### src/occt_consts.vh
// constants for the output channel calibration tag block
// ---------------------------------------------------------------
// Summary of operation
// ---------------------------------------------------------------
// Summary of operation
// - valid delivered reference sets its good flag
// - bad low point, abandon sets fault
// - bad high point, abandon sets fault
// - success flag holds while connection open, until the next calibration start clears it
// - free 15-bit millisecond counter, 0 to 32767
// - echo change captures millisecond counter
// - echo reports value driven at terminal block
// - low release rising edge clears low alarm
// - high release rising edge clears high alarm
// - slew release rising edge clears slew alarm
// - calibrate command at 1 starts calibration
// - drive low point command rise drives low
// - drive high point command rise drives high
// - low delivered rise records data word
// - high delivered rise records data word
// - complete command change finishes valid calibration
// - outside calibration data word is driven
// - fault flag cleared by power cycle or by a successful calibration
// - calibrating flag reads 1 during calibration
`ifndef OCCT_CONSTS_VH
`define OCCT_CONSTS_VH

// ---------------------------------------------------------------
// register map (byte addresses, one word each)
// ---------------------------------------------------------------
`define OCCT_AW 8
`define OCCT_CH_SHIFT 4
`define OCCT_CH_STRIDE 8'h10
`define OCCT_OFF_DATA 4'h0
`define OCCT_OFF_CMD 4'h4
`define OCCT_OFF_STAT 4'h8
`define OCCT_OFF_ECHO 4'hc
`define OCCT_ADDR_STAMP_BASE 8'h40
`define OCCT_ADDR_MSCNT 8'h50
`define OCCT_ADDR_REF_BASE 8'h60

// ---------------------------------------------------------------
// command word fields
// ---------------------------------------------------------------
`define OCCT_CMD_W 9
`define OCCT_CMD_CAL 0
`define OCCT_CMD_DRV_LO 1
`define OCCT_CMD_DRV_HI 2
`define OCCT_CMD_LO_DLV 3
`define OCCT_CMD_HI_DLV 4
`define OCCT_CMD_DONE 5
`define OCCT_CMD_REL_LO 6
`define OCCT_CMD_REL_HI 7
`define OCCT_CMD_REL_SLEW 8

// ---------------------------------------------------------------
// status word fields
// ---------------------------------------------------------------
`define OCCT_ST_LO_OK 0
`define OCCT_ST_LO_BAD 1
`define OCCT_ST_HI_OK 2
`define OCCT_ST_HI_BAD 3
`define OCCT_ST_DONE_OK 4
`define OCCT_ST_FAIL 5
`define OCCT_ST_CALING 6
`define OCCT_ST_ALM_LO 7
`define OCCT_ST_ALM_HI 8
`define OCCT_ST_ALM_SLEW 9

// ---------------------------------------------------------------
// numbers and timing
// ---------------------------------------------------------------
`define OCCT_NCH 4
`define OCCT_STAMP_W 15
`define OCCT_STAMP_MAX 15'h7fff
`define OCCT_CLK_MHZ 100
`define OCCT_MS_US 1000
`define OCCT_EXP_ALL1 8'hff
`define OCCT_LO_POINT 32'h40800000
`define OCCT_HI_POINT 32'h41a00000
`define OCCT_ZERO32 32'h00000000

`endif

### src/occt_ref_mem.v
// small memory for recorded calibration reference words
module occt_ref_mem (
  input wire clock_in,
  input wire wr_en_in,
  input wire [2:0] wr_addr_in,
  input wire [31:0] wr_data_in,
  input wire [2:0] rd_addr_in,
  output reg [31:0] rd_data_out
);
  // ---------------------------------------------------------------
  // storage: two words per channel, low point then high point
  // ---------------------------------------------------------------
  reg [31:0] mem_q [0:7];

  // write port and registered read port; no reset, contents are data
  always @(posedge clock_in) begin
    if (wr_en_in) begin
      mem_q[wr_addr_in] <= wr_data_in;
    end
    rd_data_out <= mem_q[rd_addr_in];
  end
endmodule

### src/occt_top.v
// output channel calibration tag handshake, four channels
//
// Added by the designer: the address-and-strobe port and the address map.
`include "occt_consts.vh"
module occt_top #(
  parameter MS_CYCLES = `OCCT_CLK_MHZ * `OCCT_MS_US
) (
  input wire clock_in,
  input wire rst_n_in,
  input wire [7:0] addr_in,
  input wire [31:0] wdata_in,
  input wire wr_in,
  input wire rd_in,
  output wire [31:0] rdata_out,
  input wire conn_open_in,
  input wire [3:0] low_clamp_alarm_in,
  input wire [3:0] high_clamp_alarm_in,
  input wire [3:0] slew_alarm_in,
  output reg [127:0] terminal_block_out,
  output wire [3:0] calibrating_out,
  output reg [3:0] low_clamp_alarm_out,
  output reg [3:0] high_clamp_alarm_out,
  output reg [3:0] slew_alarm_out
);
  // ---------------------------------------------------------------
  // state codes and functions
  // ---------------------------------------------------------------
  localparam ST_RUN = 1'b0; // normal output
  localparam ST_CAL = 1'b1; // calibrating
  localparam DRV_DATA = 2'b00; // no point chosen: data word when running, last value held while calibrating
  localparam DRV_LO = 2'b01; // drive low point
  localparam DRV_HI = 2'b10; // drive high point

  // a word is usable as reference only when it is a finite real
  function is_finite;
    input [31:0] w;
    begin
      is_finite = (w[30:23] != `OCCT_EXP_ALL1);
    end
  endfunction

  // 0 to 1 step between previous and current update
  function rose;
    input now_v;
    input old_v;
    begin
      rose = now_v & ~old_v;
    end
  endfunction

  // ---------------------------------------------------------------
  // per channel storage
  // ---------------------------------------------------------------
  reg [31:0] data_q [0:3]; // last data word written
  reg [`OCCT_CMD_W-1:0] prev_q [0:3]; // tags of previous update
  reg [3:0] state_q; // calibration state per channel
  reg [1:0] drv_sel_q [0:3]; // what the channel drives
  reg [3:0] lo_ok_q;
  reg [3:0] lo_bad_q;
  reg [3:0] hi_ok_q;
  reg [3:0] hi_bad_q;
  reg [3:0] done_ok_q;
  reg [3:0] fail_q;
  reg [`OCCT_STAMP_W-1:0] stamp_q [0:3];
  reg [`OCCT_STAMP_W-1:0] ms_cnt_q; // free running milliseconds
  reg [16:0] tick_cnt_q; // cycles inside one millisecond
  reg [31:0] rd_q; // registered read data
  reg mem_sel_q; // read answer comes from the memory

  // ---------------------------------------------------------------
  // bus decode
  // ---------------------------------------------------------------
  wire [1:0] ch_sel = addr_in[5:4]; // channel of a per channel word
  wire ch_space = (addr_in < `OCCT_ADDR_STAMP_BASE);
  wire [3:0] off_sel = addr_in[3:0];
  wire wr_data = wr_in & ch_space & (off_sel == `OCCT_OFF_DATA);
  wire wr_cmd = wr_in & ch_space & (off_sel == `OCCT_OFF_CMD);
  wire ref_space = (addr_in >= `OCCT_ADDR_REF_BASE) &&
                   (addr_in < `OCCT_ADDR_REF_BASE + 8'h20);
  wire [7:0] ref_off = addr_in - `OCCT_ADDR_REF_BASE;
  wire [`OCCT_CMD_W-1:0] cmd_new = wdata_in[`OCCT_CMD_W-1:0];
  wire [`OCCT_CMD_W-1:0] cmd_old = prev_q[ch_sel];

  // ---------------------------------------------------------------
  // transitions of the update being taken (a cmd write)
  // ---------------------------------------------------------------
  wire in_cal = (state_q[ch_sel] == ST_CAL);
  wire t_cal_on = cmd_new[`OCCT_CMD_CAL];
  wire t_cal_off = ~cmd_new[`OCCT_CMD_CAL];
  wire t_drv_lo = rose(cmd_new[`OCCT_CMD_DRV_LO], cmd_old[`OCCT_CMD_DRV_LO]);
  wire t_drv_hi = rose(cmd_new[`OCCT_CMD_DRV_HI], cmd_old[`OCCT_CMD_DRV_HI]);
  wire t_lo_dlv = rose(cmd_new[`OCCT_CMD_LO_DLV], cmd_old[`OCCT_CMD_LO_DLV]);
  wire t_hi_dlv = rose(cmd_new[`OCCT_CMD_HI_DLV], cmd_old[`OCCT_CMD_HI_DLV]);
  // completion reacts to any change of its bit, either direction
  wire t_done = cmd_new[`OCCT_CMD_DONE] ^ cmd_old[`OCCT_CMD_DONE];
  wire t_rel_lo = rose(cmd_new[`OCCT_CMD_REL_LO], cmd_old[`OCCT_CMD_REL_LO]);
  wire t_rel_hi = rose(cmd_new[`OCCT_CMD_REL_HI], cmd_old[`OCCT_CMD_REL_HI]);
  wire t_rel_sl = rose(cmd_new[`OCCT_CMD_REL_SLEW], cmd_old[`OCCT_CMD_REL_SLEW]);
  wire [31:0] cur_data = data_q[ch_sel];
  wire data_fin = is_finite(cur_data);
  // both points valid and neither bad: calibration can finish
  wire cal_good = lo_ok_q[ch_sel] & hi_ok_q[ch_sel] &
                  ~lo_bad_q[ch_sel] & ~hi_bad_q[ch_sel];

  // ---------------------------------------------------------------
  // reference memory: low point at ch*2, high point at ch*2+1
  // ---------------------------------------------------------------
  // if both delivered flags rise in one update the low word wins
  wire mem_we = wr_cmd & in_cal & (t_lo_dlv | t_hi_dlv);
  wire [2:0] mem_wa = {ch_sel, ~t_lo_dlv};
  wire [2:0] mem_ra = ref_off[4:2];
  wire [31:0] mem_rd;

  occt_ref_mem u_mem (
    .clock_in(clock_in),
    .wr_en_in(mem_we),
    .wr_addr_in(mem_wa),
    .wr_data_in(cur_data),
    .rd_addr_in(mem_ra),
    .rd_data_out(mem_rd)
  );

  // ---------------------------------------------------------------
  // millisecond timebase
  // ---------------------------------------------------------------
  // counter wraps from 32767 to 0 by a compare with OCCT_STAMP_MAX
  always @(posedge clock_in or negedge rst_n_in) begin
    if (!rst_n_in) begin
      tick_cnt_q <= 17'h00000;
      ms_cnt_q <= 15'h0000;
    end else if (tick_cnt_q == MS_CYCLES - 1) begin
      tick_cnt_q <= 17'h00000;
      ms_cnt_q <= (ms_cnt_q == `OCCT_STAMP_MAX) ? 15'h0000 : ms_cnt_q + 15'h0001;
    end else begin
      tick_cnt_q <= tick_cnt_q + 17'h00001;
    end
  end

  // ---------------------------------------------------------------
  // data words and previous tag copies
  // ---------------------------------------------------------------
  // data write only stores; the cmd write is what takes an update
  always @(posedge clock_in or negedge rst_n_in) begin : data_words
    // each process owns its loop index, so no variable has two drivers
    integer i;
    if (!rst_n_in) begin
      for (i = 0; i < `OCCT_NCH; i = i + 1) begin
        data_q[i] <= `OCCT_ZERO32;
        prev_q[i] <= {`OCCT_CMD_W{1'b0}};
      end
    end else begin
      if (wr_data) begin
        data_q[ch_sel] <= wdata_in;
      end
      if (wr_cmd) begin
        prev_q[ch_sel] <= cmd_new;
      end
    end
  end

  // ---------------------------------------------------------------
  // calibration state machine and flags
  // ---------------------------------------------------------------
  always @(posedge clock_in or negedge rst_n_in) begin : cal_fsm
    integer i;
    if (!rst_n_in) begin
      state_q <= 4'h0;
      lo_ok_q <= 4'h0;
      lo_bad_q <= 4'h0;
      hi_ok_q <= 4'h0;
      hi_bad_q <= 4'h0;
      done_ok_q <= 4'h0;
      fail_q <= 4'h0;
      for (i = 0; i < `OCCT_NCH; i = i + 1) begin
        drv_sel_q[i] <= DRV_DATA;
      end
    end else begin
      // a closed connection drops every success flag
      if (!conn_open_in) begin
        done_ok_q <= 4'h0;
      end
      if (wr_cmd) begin
        case (state_q[ch_sel])
          ST_RUN: begin
            if (t_cal_on) begin
              // fresh attempt: forget earlier points
              state_q[ch_sel] <= ST_CAL;
              lo_ok_q[ch_sel] <= 1'b0;
              lo_bad_q[ch_sel] <= 1'b0;
              hi_ok_q[ch_sel] <= 1'b0;
              hi_bad_q[ch_sel] <= 1'b0;
              done_ok_q[ch_sel] <= 1'b0;
              drv_sel_q[ch_sel] <= DRV_DATA;
            end
          end
          ST_CAL: begin
            // drive command picks the reference point
            if (t_drv_lo) begin
              drv_sel_q[ch_sel] <= DRV_LO;
            end else if (t_drv_hi) begin
              drv_sel_q[ch_sel] <= DRV_HI;
            end
            // delivered points are judged on the data word
            if (t_lo_dlv) begin
              lo_ok_q[ch_sel] <= data_fin;
              lo_bad_q[ch_sel] <= ~data_fin;
            end
            if (t_hi_dlv) begin
              hi_ok_q[ch_sel] <= data_fin;
              hi_bad_q[ch_sel] <= ~data_fin;
            end
            if (t_done && cal_good) begin
              // completion leaves calibration only when it worked
              state_q[ch_sel] <= ST_RUN;
              done_ok_q[ch_sel] <= conn_open_in;
              fail_q[ch_sel] <= 1'b0;
              drv_sel_q[ch_sel] <= DRV_DATA;
            end else if (t_cal_off) begin
              // abandoned: a bad point marks the channel failed
              state_q[ch_sel] <= ST_RUN;
              drv_sel_q[ch_sel] <= DRV_DATA;
              if (lo_bad_q[ch_sel] | hi_bad_q[ch_sel]) begin
                fail_q[ch_sel] <= 1'b1;
              end
            end
          end
          default: begin
            state_q[ch_sel] <= ST_RUN;
          end
        endcase
      end
    end
  end

  assign calibrating_out = state_q;

  // ---------------------------------------------------------------
  // latched alarms: events set, release rising edge clears
  // ---------------------------------------------------------------
  // set wins over a release arriving in the same cycle
  always @(posedge clock_in or negedge rst_n_in) begin : alarm_latch
    integer i;
    if (!rst_n_in) begin
      low_clamp_alarm_out <= 4'h0;
      high_clamp_alarm_out <= 4'h0;
      slew_alarm_out <= 4'h0;
    end else begin
      for (i = 0; i < `OCCT_NCH; i = i + 1) begin
        if (low_clamp_alarm_in[i]) begin
          low_clamp_alarm_out[i] <= 1'b1;
        end else if (wr_cmd && ch_sel == i && t_rel_lo) begin
          low_clamp_alarm_out[i] <= 1'b0;
        end
        if (high_clamp_alarm_in[i]) begin
          high_clamp_alarm_out[i] <= 1'b1;
        end else if (wr_cmd && ch_sel == i && t_rel_hi) begin
          high_clamp_alarm_out[i] <= 1'b0;
        end
        if (slew_alarm_in[i]) begin
          slew_alarm_out[i] <= 1'b1;
        end else if (wr_cmd && ch_sel == i && t_rel_sl) begin
          slew_alarm_out[i] <= 1'b0;
        end
      end
    end
  end

  // ---------------------------------------------------------------
  // terminal block drive, echo and change stamp
  // ---------------------------------------------------------------
  // drive value one cycle after state and data settle
  reg [31:0] drv_d [0:3];
  always @* begin : drive_mux
    integer i;
    i = 0;
    for (i = 0; i < `OCCT_NCH; i = i + 1) begin
      if (state_q[i] == ST_RUN) begin
        drv_d[i] = data_q[i];
      end else begin
        case (drv_sel_q[i])
          DRV_LO: drv_d[i] = `OCCT_LO_POINT;
          DRV_HI: drv_d[i] = `OCCT_HI_POINT;
          default: drv_d[i] = terminal_block_out[i*32 +: 32];
        endcase
      end
    end
  end

  // the stamp follows the echo, so it moves only on a real change
  always @(posedge clock_in or negedge rst_n_in) begin : echo_stamp
    integer i;
    if (!rst_n_in) begin
      terminal_block_out <= 128'h0;
      for (i = 0; i < `OCCT_NCH; i = i + 1) begin
        stamp_q[i] <= 15'h0000;
      end
    end else begin
      for (i = 0; i < `OCCT_NCH; i = i + 1) begin
        terminal_block_out[i*32 +: 32] <= drv_d[i];
        if (drv_d[i] != terminal_block_out[i*32 +: 32]) begin
          stamp_q[i] <= ms_cnt_q;
        end
      end
    end
  end

  // ---------------------------------------------------------------
  // register read: answer in the cycle after the strobe
  // ---------------------------------------------------------------
  wire [31:0] stat_word = {22'h000000,
    slew_alarm_out[ch_sel], high_clamp_alarm_out[ch_sel],
    low_clamp_alarm_out[ch_sel], state_q[ch_sel], fail_q[ch_sel],
    done_ok_q[ch_sel], hi_bad_q[ch_sel], hi_ok_q[ch_sel],
    lo_bad_q[ch_sel], lo_ok_q[ch_sel]};

  // unmapped addresses read as zero
  always @(posedge clock_in or negedge rst_n_in) begin
    if (!rst_n_in) begin
      rd_q <= `OCCT_ZERO32;
      mem_sel_q <= 1'b0;
    end else begin
      mem_sel_q <= rd_in & ref_space;
      rd_q <= `OCCT_ZERO32;
      if (rd_in) begin
        if (ch_space) begin
          case (off_sel)
            `OCCT_OFF_DATA: rd_q <= data_q[ch_sel];
            `OCCT_OFF_CMD: rd_q <= {23'h000000, prev_q[ch_sel]};
            `OCCT_OFF_STAT: rd_q <= stat_word;
            `OCCT_OFF_ECHO: rd_q <= terminal_block_out[ch_sel*32 +: 32];
            default: rd_q <= `OCCT_ZERO32;
          endcase
        end else if (addr_in[7:4] == `OCCT_ADDR_STAMP_BASE >> 4) begin
          rd_q <= {17'h00000, stamp_q[addr_in[3:2]]};
        end else if (addr_in == `OCCT_ADDR_MSCNT) begin
          rd_q <= {17'h00000, ms_cnt_q};
        end
      end
    end
  end

  assign rdata_out = mem_sel_q ? mem_rd : rd_q;
endmodule

### config.mk
export PLATFORM = sky130hd
export DESIGN_NAME = occt_top
export DESIGN_NICKNAME = d
export VERILOG_FILES = /design/src/occt_ref_mem.v /design/src/occt_top.v
export VERILOG_INCLUDE_DIRS = /design/src
export SDC_FILE = /design/constraint.sdc
export NUM_CORES = 1
export LEC_CHECK = 0
export ABC_AREA = 0
export BUFFER_PORTS_ARGS = -buffer_cell sky130_fd_sc_hd__buf_2
export CORE_MARGIN = 10
export CORE_UTILIZATION = 55
export DETAILED_ROUTE_END_ITERATION = 6
export PLACE_DENSITY = 0.74
export SLEW_MARGIN = 10
export SYNTH_ARGS = -nofsm -noshare
export SYNTH_HDL_FRONTEND = slang
export SYNTH_SLANG_ARGS = --single-unit
### constraint.sdc
create_clock -name clock_in -period 4.6 [get_ports clock_in]
set_input_delay 0.46 -clock clock_in [delete_from_list [all_inputs] [get_ports clock_in]]
set_output_delay 0.46 -clock clock_in [all_outputs]
set_load 0.02 [all_outputs]
==> metrics.md <==
| Metric | Value |
|---|---|
| Arrival time of the worst setup path | `3.59 ns` |
| Syn Inst Count | `2441` |
| Initial antenna violation count | `5` |
| RD Place Congestion | `0.9927` |
| Critical-path top delay cell | `or4_1` |
| Final nets | `2735` |
| Clock slew at reported path FFs | `0.06 ns` |
| Crit path cell chain | `xor2_1 > nor4_1 > nand4_1 > or4_1 > o21ai_2 > buf_4 > mux2_2` |
| Library cell with the highest instance count after synthesis | `dfrtp_1` |
| Initial Util | `0.5568` |
| Synth top area share | `0.3456` |
| Fillers | `4419` |
| Num CTS Buffers | `77` |
| Die width | `~270 um` |
| Yosys cell types | `68` |
| # Max-Cap Violations | `0` |
| Pleak | `16.82 nW` |
| Setup tns final | `0 ns` |
| Drt drc | `0` |
| Post-layout util | `0.6337` |
| Max VDD drop | `0.2701 mV` |
| H-tree depth | `3` |
| Avg WL per Cell | `30.48 um` |
| Via-per-instance ratio | `6.492` |
| Post CTS Setup Buffer Count | `0` |
| Syn_nets | `around 2500` |
| Dominant cells by area after synthesis | `dfrtp_1 35%, edfxtp_1 23%, mux4_2 11%` |
| Skew final | `0.01887 ns` |
| Yosys reg bits | `753` |
| Fin crit period | `3.090 ns` |
| CTS Root Cell | `clkbuf_16` |
| Layout Cells excl Fill | `3520` |
| Highest clock rate | `323.7 MHz` |
| # IOs | `roughly 230` |
| Num rows | `90` |
| Mean Syn Cell Area | `13.79 um^2` |
| Max incr delay on CP | `~0.56 ns` |
| CP delay by family, top | `simple AND/OR/NAND/NOR gates` |
| Ys flop type | `dfrtp_1` |
| GRT Overall Usage | `0.3023` |
| Cts hold-fix bufs | `1` |
| Setup violators final | `0` |
| Pwr Density | `roughly 400 nW/um^2` |
| Area growth from synthesis to layout | `13.80%` |
| Placed Cells incl. Taps | `3374` |
| Vias | `22852` |
| Fin crit share | `0.6716` |
| EDFF count, synth | `between 200 and 300` |
| Register area share after synthesis | `0.5929` |
| Die Ht | `between 200 and 300 um` |
| Crit path capture type | `register` |
| Detail Placement HPWL | `around 74 mm` |
| Status | `finished clean` |
| CP Launch Type | `register` |
| IO buf count | `232` |
| Gr ovfl total | `0` |
| Largest net degree at the start of global routing | `roughly 130` |
| Clk buf depth | `3` |
| Synth async-reset ratio | `0.6175` |
| Max Slew Vio Count | `0` |
| Clk_lat worst skew | `0.64 ns` |
| Cell type with the largest total area after synthesis | `dfrtp_1` |
| 1st-pass router iterations | `6` |
| Slew @ Worst Pin | `1.116 ns` |
| Synth warnings | `0` |
| First-pass GRT wire length | `158.6 mm` |
| WS Path Type | `reg -> reg` |
| Power, Total | `15.22 mW` |
| Layout cells sized above 1 | `0.3146` |
| Worst-path fanout max | `15` |
| # resized after CTS | `0` |
| CP required | `5.11 ns` |
| Worst slew margin | `0.2493` |
| Die area | `71520 um^2` |
| Sink Count | `between 700 and 800` |
| CTS tree | `built` |
| Core area | `60470 um^2` |
| Most instantiated cells after synthesis | `465 x dfrtp_1, 266 x nand2_1, 263 x mux2_2` |
| RSZ-0062 raised after global routing | `no` |
| Fin. Hold Viols | `0` |
| Vias in the first global route | `~23000` |
| Syn Std Cell Area | `roughly 34000 um^2` |
| Initial drt markers | `about 2600` |
| Post-Route WL | `approximately 110 mm` |
| CP bufs+invs | `1` |
| Hold WC Path Type | `in -> reg` |
| Detail Route Antenna Nets | `0` |
## cells in the final DEF, fill, tap and decap left out, types with 79 or more instances in the layout
master	count
mux2_2	263
buf_2	227
xor2_1	110
mux4_2	167
inv_1	124
dfrtp_1	465
clkbuf_16	79
edfxtp_1	256
o21ai_0	170
nand2_1	266
## cell families (layout without fill, tap and decap cells)
logic type	Yosys count	in the layout	synth area share
buffers and inverters	256	552	0.03322
multiplexers	434	434	0.2013
flip-flops	753	753	0.5929
adder cells (fa/ha/maj)	6	6	0.002230
AND/OR/NAND/NOR	540	540	0.07662
other	0	1	0
AO/OA/AOI/OAI	288	288	0.05102
XOR/XNOR	164	164	0.04266
## worst register-to-register path: stages, from the launching register on
cell	delay (ns)
dfrtp_1	0.47
xor2_1	0.20
nor4_1	0.55
nand4_1	0.20
or4_1	0.56
o21ai_2	0.21
buf_4	0.36
mux2_2	0.41
## report_power, final
group | leakage (nW) | switching (mW) | internal, mW
Clock | 1.28 | 2.71 | 3.71
Combinational | 6.49 | 0.915 | 0.520
Sequential | 9.05 | 0.269 | 7.09
Total | 16.8 | 3.90 | 11.3
## final cells by class
type	count	area (um^2)	share of cell area
repair buffers	284	1632	0.04258
diodes	1	2.502	0.00006530
multi-input cells	1432	12670	0.3307
flip-flops and latches	753	19960	0.5210
inverters	124	465.4	0.01215
clock inverters	43	466.7	0.01218
clock buffers	101	2140	0.05583
well taps	782	978.4	0.02553
## per-layer routing
metal | global-route usage | vias up | share of wire
met4 | 0.1301 | 2 | 0.045
li1 | - | 9344 | -
met5 | 0 | - | 0.00012
met2 | 0.4639 | 1440 | 0.46
met1 | 0.4055 | 11805 | 0.38
met3 | 0.07732 | 261 | 0.11
## path summary, 6_finish.rpt
kind                                            to  slack, ns                    from  cells after the start
max                                    stamp_q[52]       1.51  terminal_block_out[22]                      7
min                              slew_alarm_out[1]       0.02        slew_alarm_in[1]                      2
max reg2reg                            stamp_q[52]       1.51  terminal_block_out[22]                      7
min reg2reg                             prev_q[17]       0.48              prev_q[17]                      2
max in group asynchronous   terminal_block_out[67]       2.87                rst_n_in                      3
min in group asynchronous  terminal_block_out[117]       0.46                rst_n_in                      2
## metrics by stage
stage                     hold WS, ns  cell area, um^2  setup WS (ns)
after floorplan                0.1644            33670          1.019
final                         0.01957            38320          1.510
after detailed placement       0.4633            35700          1.164
after CTS                    0.001797            38320          1.631
after global routing          0.01983            38320          1.532
after global placement         0.4536            35700          1.160
## sequential cells by signal (all words and copies together), names as in the netlist, 15 cells and up, named ones only
| register | flops |
|---|---|
| rd_q | 32 |
| tick_cnt_q | 17 |
| data_q | 128 |
| stamp_q | 60 |
| u_mem.mem_q | 256 |
| ms_cnt_q | 15 |
| u_mem.rd_data_out | 32 |
| terminal_block_out | 128 |
| prev_q | 36 |
Power figures use the tool's default switching activity.
